`src/mftr_pkg.sv`:
```
// constants, codes and carrier structs of the multifunction terminal router
package mftr_pkg;

  // ************************************************************
  // bus geometry
  // ************************************************************
  localparam int MFTR_ADDR_W = 12; // apb byte address width
  localparam int MFTR_DATA_W = 32; // apb data width

  // ************************************************************
  // register byte offsets
  // ************************************************************
  localparam logic [11:0] MFTR_OFS_EVT = 12'h080; // input event status
  localparam logic [11:0] MFTR_OFS_GPO = 12'h084; // general output data
  localparam logic [11:0] MFTR_OFS_GPI = 12'h088; // general input levels
  localparam logic [11:0] MFTR_OFS_ROUTE = 12'h08c; // terminal routing

  // ************************************************************
  // routing register layout and reset values
  // ************************************************************
  localparam int MFTR_NTERM = 8; // multifunction terminals
  localparam int MFTR_SEL_W = 3; // select field width
  localparam int MFTR_FIELD_STRIDE = 4; // field pitch in bits
  localparam int MFTR_NGPI = 3; // general inputs 0..2
  localparam logic [31:0] MFTR_ROUTE_RST = 32'h0000_0000;
  localparam logic [31:0] MFTR_ROUTE_MASK = 32'h7777_7777; // no bit 3,7..
  localparam logic [2:0] MFTR_EVT_RST = 3'h0;
  localparam logic [1:0] MFTR_GPO_RST = 2'h0; // general outputs 3..2
  localparam int MFTR_GPO_LSB = 2; // gpo bits sit at 3..2

  // ************************************************************
  // select codes, named by their binary value
  // ************************************************************
  typedef enum logic [2:0] {
    MFTR_C0 = 3'b000,
    MFTR_C1 = 3'b001,
    MFTR_C2 = 3'b010,
    MFTR_C3 = 3'b011,
    MFTR_C4 = 3'b100,
    MFTR_C5 = 3'b101,
    MFTR_C6 = 3'b110,
    MFTR_C7 = 3'b111
  } mftr_sel_e;

  // ************************************************************
  // carriers between the core and the router
  // ************************************************************
  // core functions that may be driven out on a terminal
  typedef struct packed {
    logic interrupt_line_c;
    logic low_power_state_indicator;
    logic card_video_clock;
    logic ring_indicate_output;
    logic link_activity_led;
    logic socket1_activity_led;
    logic socket2_activity_led;
    logic general_event_output;
    logic card_audio_pwm;
    logic video_port_status;
    logic lock_signal;
  } mftr_src_s;

  // terminal levels handed to the core
  typedef struct packed {
    logic [2:0] general_input;
    logic card_bus_grant;
  } mftr_sink_s;

endpackage

```
`src/mftr_apb_slave.sv`:
```
// apb slave handshake with registered answer for the terminal router
`timescale 1ns/100ps
module mftr_apb_slave
  import mftr_pkg::*;
(
  input wire logic mclk,
  input wire logic rst_n,
  input wire logic psel,
  input wire logic penable,
  input wire logic pwrite,
  input wire logic [31:0] rdata_in,
  input wire logic hit_in,
  output logic pready,
  output logic [31:0] prdata,
  output logic pslverr,
  output logic wr_stb
);

  // ************************************************************
  // answer registers
  // ************************************************************
  // answer is prepared in the setup cycle so that every bus output
  // comes from a flop; the cost is a fixed one-cycle access phase
  always_ff @(posedge mclk)
  begin
    if (!rst_n)
    begin
      pready <= 1'b0;
      prdata <= '0;
      pslverr <= 1'b0;
    end
    else if (psel && !penable)
    begin
      // setup cycle: capture read word and decode result
      pready <= 1'b1;
      prdata <= (hit_in && !pwrite) ? rdata_in : '0;
      pslverr <= !hit_in;
    end
    else
    begin
      // access phase done or idle: drop the answer
      pready <= 1'b0;
      prdata <= '0;
      pslverr <= 1'b0;
    end
  end

  // write takes effect only at the completing access edge
  assign wr_stb = psel && penable && pready && pwrite && !pslverr;

endmodule

```
`src/mftr_gpi_event.sv`:
```
// change detector and sticky event flags for the general inputs
`timescale 1ns/100ps
module mftr_gpi_event
  import mftr_pkg::*;
(
  input wire logic mclk,
  input wire logic rst_n,
  input wire logic [2:0] level,
  input wire logic [2:0] routed,
  input wire logic [2:0] clr,
  output logic [2:0] status
);

  logic [2:0] prev_r; // level seen one cycle before
  logic [2:0] set_w; // change seen this cycle

  // a change counts only while the terminal is a general input
  assign set_w = routed & (level ^ prev_r);

  // ************************************************************
  // previous level
  // ************************************************************
  // sampled always, so a terminal switched to input starts clean
  always_ff @(posedge mclk)
  begin
    if (!rst_n)
      prev_r <= '0;
    else
      prev_r <= level;
  end

  // ************************************************************
  // sticky flags
  // ************************************************************
  // a change in the clearing cycle survives: set wins over clear
  always_ff @(posedge mclk)
  begin
    if (!rst_n)
      status <= MFTR_EVT_RST;
    else
      status <= (status & ~clr) | set_w;
  end

endmodule

```
`src/mftr_top.sv`:
```
// multifunction terminal router: routing register and pin multiplexer
`timescale 1ns/100ps
module mftr_top
  import mftr_pkg::*;
(
  input wire logic mclk,
  input wire logic rst_n,
  // apb slave
  input wire logic psel,
  input wire logic penable,
  input wire logic pwrite,
  input wire logic [11:0] paddr,
  input wire logic [31:0] pwdata,
  output logic pready,
  output logic [31:0] prdata,
  output logic pslverr,
  // serial rom preload of the routing word
  input wire logic rom_load_valid,
  input wire logic [31:0] rom_load_data,
  // terminals, split into level, drive value and drive enable
  input wire logic [7:0] term_in,
  output logic [7:0] term_out,
  output logic [7:0] term_oe,
  // core side
  input wire mftr_pkg::mftr_src_s fn_src,
  output mftr_pkg::mftr_sink_s fn_sink
);

  import mftr_pkg::*;

  // ************************************************************
  // declarations
  // ************************************************************
  logic [31:0] route_r; // terminal routing word
  logic [1:0] gpo_r; // general output data, bits 3..2
  logic [2:0] evt_w; // sticky input event flags
  logic [2:0] evt_clr_w; // write-one-to-clear mask
  logic [2:0] gpi_routed_w; // terminals 0..2 act as inputs
  logic grant_routed_w; // terminal 2 carries the grant
  logic wr_stb_w; // completing apb write
  logic hit_w; // address decodes to a register
  logic [31:0] rdata_w; // word for the addressed register
  logic [7:0] term_out_r; // registered drive values
  logic [7:0] term_oe_r; // registered drive enables
  mftr_sink_s sink_r; // registered core-side levels

  // ************************************************************
  // helper functions
  // ************************************************************
  // pick the 3-bit select field of one terminal from the word
  function automatic mftr_sel_e field_sel(input logic [31:0] word,
                                          input logic [2:0] idx);
    int base;
    base = int'(idx) * MFTR_FIELD_STRIDE;
    field_sel = mftr_sel_e'(word[base +: MFTR_SEL_W]);
  endfunction

  // drive enable and value of one terminal; {oe, out}
  // unknown or reserved codes fall to the default: pin left floating
  function automatic logic [1:0] route_out(input logic [2:0] idx,
                                           input mftr_sel_e sel,
                                           input mftr_src_s src,
                                           input logic [1:0] gpo);
    route_out = 2'b00;
    unique case (idx)
      3'd2:
      begin
        unique case (sel)
          // 000 general input and 011 grant are inputs: no drive
          MFTR_C1: route_out = {1'b1, gpo[0]};
          MFTR_C2: route_out = {1'b1, src.interrupt_line_c};
          MFTR_C4:
            route_out = {1'b1, src.low_power_state_indicator};
          MFTR_C7: route_out = {1'b1, src.card_video_clock};
          default: route_out = 2'b00;
        endcase
      end
      3'd3:
      begin
        unique case (sel)
          MFTR_C1: route_out = {1'b1, gpo[1]};
          MFTR_C2: route_out = {1'b1, src.socket2_activity_led};
          MFTR_C5: route_out = {1'b1, src.lock_signal};
          MFTR_C7: route_out = {1'b1, src.card_video_clock};
          default: route_out = 2'b00;
        endcase
      end
      3'd4:
      begin
        unique case (sel)
          // 001 stays reserved and undriven
          MFTR_C2: route_out = {1'b1, src.socket1_activity_led};
          MFTR_C5: route_out = {1'b1, src.general_event_output};
          MFTR_C7: route_out = {1'b1, src.video_port_status};
          default: route_out = 2'b00;
        endcase
      end
      3'd5:
      begin
        unique case (sel)
          // 001 stays reserved and undriven
          MFTR_C2: route_out = {1'b1, src.link_activity_led};
          MFTR_C5: route_out = {1'b1, src.general_event_output};
          MFTR_C6: route_out = {1'b1, src.card_audio_pwm};
          default: route_out = 2'b00;
        endcase
      end
      3'd7:
      begin
        unique case (sel)
          MFTR_C1: route_out = {1'b1, src.ring_indicate_output};
          MFTR_C2: route_out = {1'b1, src.link_activity_led};
          MFTR_C4: route_out = {1'b1, src.low_power_state_indicator};
          MFTR_C5: route_out = {1'b1, src.lock_signal};
          default: route_out = 2'b00;
        endcase
      end
      // terminals 0, 1 offer only an input; 6 has no known function
      default: route_out = 2'b00;
    endcase
  endfunction

  // ************************************************************
  // input routing decode
  // ************************************************************
  // code 000 makes terminals 0..2 general inputs
  always_comb
  begin
    gpi_routed_w[0] = (field_sel(route_r, 3'd0) == MFTR_C0);
    gpi_routed_w[1] = (field_sel(route_r, 3'd1) == MFTR_C0);
    gpi_routed_w[2] = (field_sel(route_r, 3'd2) == MFTR_C0);
  end

  // code 011 on terminal 2 takes the card bus grant in
  assign grant_routed_w = (field_sel(route_r, 3'd2) == MFTR_C3);

  // ************************************************************
  // register bus decode and read mux
  // ************************************************************
  // all 12 address bits are decoded and none are ignored;
  // a misaligned or unmapped access answers with pslverr
  always_comb
  begin
    hit_w = 1'b1;
    rdata_w = '0;
    unique case (paddr)
      MFTR_OFS_EVT:
        rdata_w = {29'h0, evt_w};
      MFTR_OFS_GPO:
        rdata_w = {28'h0, gpo_r, 2'h0};
      MFTR_OFS_GPI:
        rdata_w = {29'h0, sink_r.general_input};
      MFTR_OFS_ROUTE:
        rdata_w = route_r & MFTR_ROUTE_MASK;
      default:
        hit_w = 1'b0;
    endcase
  end

  // bus handshake with a registered answer
  mftr_apb_slave u_apb (
    .mclk (mclk),
    .rst_n (rst_n),
    .psel (psel),
    .penable (penable),
    .pwrite (pwrite),
    .rdata_in (rdata_w),
    .hit_in (hit_w),
    .pready (pready),
    .prdata (prdata),
    .pslverr (pslverr),
    .wr_stb (wr_stb_w)
  );

  // ************************************************************
  // routing register
  // ************************************************************
  // a rom preload beats a bus write in the same cycle, since the
  // preload is the power-on value; reserved bits never store
  // the word is meant to be set once at power-on: a later change
  // re-routes pins mid-operation and may glitch them
  always_ff @(posedge mclk)
  begin
    if (!rst_n)
      route_r <= MFTR_ROUTE_RST;
    else if (rom_load_valid)
      route_r <= rom_load_data & MFTR_ROUTE_MASK;
    else if (wr_stb_w && paddr == MFTR_OFS_ROUTE)
      route_r <= pwdata & MFTR_ROUTE_MASK;
  end

  // ************************************************************
  // general output register
  // ************************************************************
  // only outputs 3..2 have a terminal in this block
  always_ff @(posedge mclk)
  begin
    if (!rst_n)
      gpo_r <= MFTR_GPO_RST;
    else if (wr_stb_w && paddr == MFTR_OFS_GPO)
      gpo_r <= pwdata[MFTR_GPO_LSB +: 2];
  end

  // ************************************************************
  // input event flags
  // ************************************************************
  // software clears a flag by writing one to it
  assign evt_clr_w = (wr_stb_w && paddr == MFTR_OFS_EVT) ?
                     pwdata[2:0] : 3'h0;

  mftr_gpi_event u_evt (
    .mclk (mclk),
    .rst_n (rst_n),
    .level (term_in[2:0]),
    .routed (gpi_routed_w),
    .clr (evt_clr_w),
    .status (evt_w)
  );

  // ************************************************************
  // terminal drivers
  // ************************************************************
  // one flop stage on every pin; the core functions reach the pins
  // one cycle late, which keeps the pins free of decode glitches
  always_ff @(posedge mclk)
  begin
    if (!rst_n)
    begin
      term_out_r <= '0;
      term_oe_r <= '0;
    end
    else
    begin
      for (int i = 0; i < MFTR_NTERM; i++)
      begin
        {term_oe_r[i], term_out_r[i]} <=
          route_out(3'(i), field_sel(route_r, 3'(i)), fn_src, gpo_r);
      end
    end
  end

  assign term_out = term_out_r;
  assign term_oe = term_oe_r;

  // ************************************************************
  // core-side levels
  // ************************************************************
  // an input not routed reads zero so no stray pin level leaks in
  always_ff @(posedge mclk)
  begin
    if (!rst_n)
      sink_r <= '0;
    else
    begin
      sink_r.general_input <= term_in[2:0] & gpi_routed_w;
      sink_r.card_bus_grant <= term_in[2] & grant_routed_w;
    end
  end

  assign fn_sink = sink_r;

endmodule

```
`config.mk`:
```
export PLATFORM = sky130hd
export DESIGN_NAME = mftr_top
export DESIGN_NICKNAME = d
export VERILOG_FILES = /design/src/mftr_pkg.sv /design/src/mftr_apb_slave.sv /design/src/mftr_gpi_event.sv /design/src/mftr_top.sv
export SDC_FILE = /design/constraint.sdc
export NUM_CORES = 1
export LEC_CHECK = 0
export BUFFER_PORTS_ARGS = -buffer_cell sky130_fd_sc_hd__clkbuf_2
export CAP_MARGIN = 20
export CORE_AREA = 2 2 92 94
export CTS_CLUSTER_SIZE = 12
export DETAILED_ROUTE_END_ITERATION = 6
export DIE_AREA = 0 0 94 96
export PLACE_DENSITY = 0.76
export REMOVE_ABC_BUFFERS = 1
export SKIP_LAST_GASP = 1
export SYNTH_ARGS = -nofsm -noshare
export SYNTH_HDL_FRONTEND = slang
export SYNTH_HIERARCHICAL = 1
export SYNTH_SLANG_ARGS = --single-unit
export TNS_END_PERCENT = 20
```
`constraint.sdc`:
```
create_clock -name mclk -period 3.7 [get_ports mclk]
set_input_delay 0.37 -clock mclk [delete_from_list [all_inputs] [get_ports mclk]]
set_output_delay 0.37 -clock mclk [all_outputs]
set_load 0.02 [all_outputs]
```
==> metrics.cfg <==
[global_routing]
track_usage=0.1750
gr-total-overflow=0
grt_pass1_wl_um=12320
grt_pass1_vias=2728
grt_max_degree=70
grt_antenna_before_repair=0

[synthesis]
ys_warn_count=6
ys_seq_area_frac=0.4502
async_flop_share=0
synth_ff_type=dfxtp_1
synth_cell_type_count=46
synth_seq_cells=80
netlist_area_um2=3557
synth_edf_count=0
avgSynthCellArea_um2=9.588
synth_cells=371

[final_layout]
antenna_cells=0
fin_cells=599
nets=590
post-route-util=0.5430
final_area_um2=4372
syn_to_final_growth_pct=22.90
drive_gt1_frac=0.4109
final_common_cell=clkbuf_2
final_cell_mix=clkbuf_2 (128), dfxtp_1 (80), nand2_1 (35), and3_1 (35), nand3_1 (30)

[clocking]
clk_pin_slew_ns=0.08
worstSkewPairLatency_ns=0.33
cts_root_buffer=clkbuf_8
postCtsSetupBuffers=0
cts-buffers-inserted=9
cts.path.max_buffers=2
cts_tree=yes
ctsResizeCount=0
cts_hold_buf=0
clock-sinks=80
h-tree-depth=3

[floorplanning]
floorplan.initialDensity=0.4418
coreArea_um2=8051
rows=33
die_x_um=94
die_height_um=96
io_pins=155
dieArea_um2=9024

[timing]
setup_violations=0
max_slew_margin=0.3417
timing_worst_slew_pin_value_ns=0.9874
max_freq_mhz=485.9
maxSlewViolCount=0
rsz0062_at_grt=false
final.setup.tns_ns=0
finalHoldViolations=0
finalCriticalPeriod_ns=2.058
clock_skew_ns=0.007667
fin_crit_sh=0.5562

[worst_setup_path]
critical_path_depth=6
critPathRequiredTime_ns=3.97
slowest_delay_ns=0.76
r2r_slack_ns=1.75
critPathTopFamily=simple AND/OR/NAND/NOR gates
r2r-start=u_apb/pready
crit_arrival_ns=2.33
cp-end-kind=register
crit_chain=clkbuf_2, nor4_4, nand3_2, inv_1, and2b_1, and3_1
worstPathMaxFanout=32
crit_type=input port to register
crit_start=paddr[9]
worstSetupEndpoint=u_apb/prdata[17]
r2r_cells=7
cp_num_buf_inv=2
slowest_stage=and2b_1
worstReg2RegEnd=route_r[5]
start_kind=input port

[detailed_routing]
viasPerCell=4.841
wl_um=7737
drt_first_pass_iters=5
num_vias=2900
dr.first_iter.drc_count=115
remaining_drc_errors=0
ant_nets=0
post_drt_wl_per_cell_um=12.92

[pwr]
peakVddDrop_uv=182.5
power_density_nw_per_um2=398.2
power.leakage_uw=0.002085
finalPower_uw=1741

[worst_hold_path]
hp-start=term_in[0]
hold_class=input port to register

[place]
dp_hpwl_um=5567
gp_congestion=0.7869
placedInstanceArea_um2=4174
placed_cells=583
io_buffers=128

[outcome]
outcome=complete, no violations

[run]
drv_cap=0

==> through the flow <==
step,hold WS (ns),setup slack (ns)
5_1_grt,0.2723,1.490
2_1_floorplan,0.4320,1.586
3_5_place_dp,0.4468,1.320
4_1_cts,0.2724,1.668
3_3_place_gp,0.4436,1.359
6_report,0.2902,1.642
==> cells in the mapped netlist, types with 8 or more instances <==
cell,count,area share
o21ai_1,8,0.011
nand2_1,35,0.037
and2_2,20,0.042
buf_4,8,0.017
dfxtp_1,80,0.45
o21ai_0,22,0.031
buf_2,8,0.011
and3_1,35,0.062
mux2_2,27,0.085
nor2_1,12,0.013
nand3_1,30,0.042
and2_1,9,0.016
buf_6,10,0.032
==> routing by layer <==
metal	GRT usage	vias up	wire length, µm
met5	0	-	0
met4	0.07609	0	139
li1	-	1486	-
met1	0.1979	1300	3231
met3	0.02976	12	387
met2	0.3238	102	3978
==> cell type report <==
type | instances | area (µm²)
multi-input combinational | 266 | 1758
clock inverter | 5 | 56.30
inverter | 2 | 7.507
sequential | 80 | 1602
fill | 770 | 3680
timing repair buffer | 130 | 675.6
clock buffer | 11 | 141.4
tap | 105 | 131.4
==> report_power, final <==
group          switching [µW]  leakage (µW)  internal (µW)  total (µW)
combinational             100       0.00133           99.2         200
clock                     292     0.0000993            329         621
sequential               26.4      0.000653            894         920
total                     419       0.00209           1320        1740
==> registers in the layout, indices dropped and copies added, names as in the netlist <==
| signal | cells |
|---|---|
| fn_sink | 4 |
| gpo_r | 2 |
| route_r | 24 |
| term_oe | 5 |
| term_out | 5 |
| u_apb/prdata | 32 |
| u_apb/pready | 1 |
| u_apb/pslverr | 1 |
| u_evt/prev_r | 3 |
| u_evt/status | 3 |
==> logic make-up after synthesis <==
family / after synthesis / synth area share
and+or+nand+nor: 173 / 0.2870
DFF: 80 / 0.4502
AOI/OAI and AO/OA: 39 / 0.06437
other: 1 / 0.001054
xor gates and xnor gates: 7 / 0.01724
buffers and inverters: 37 / 0.07141
muxes: 34 / 0.1087
==> worst min-delay path by stage <==
stage / depth (start not counted) / end / slack [ns]
after detailed placement: 2 / route_r[24] / 0.45
after CTS: 2 / u_evt/prev_r[0] / 0.27
final: 2 / u_evt/prev_r[0] / 0.29
after global routing: 2 / u_evt/prev_r[0] / 0.27
after floorplan: 2 / route_r[24] / 0.43
after global placement: 2 / route_r[24] / 0.44
Note: power is estimated with default switching activity, not from simulation.
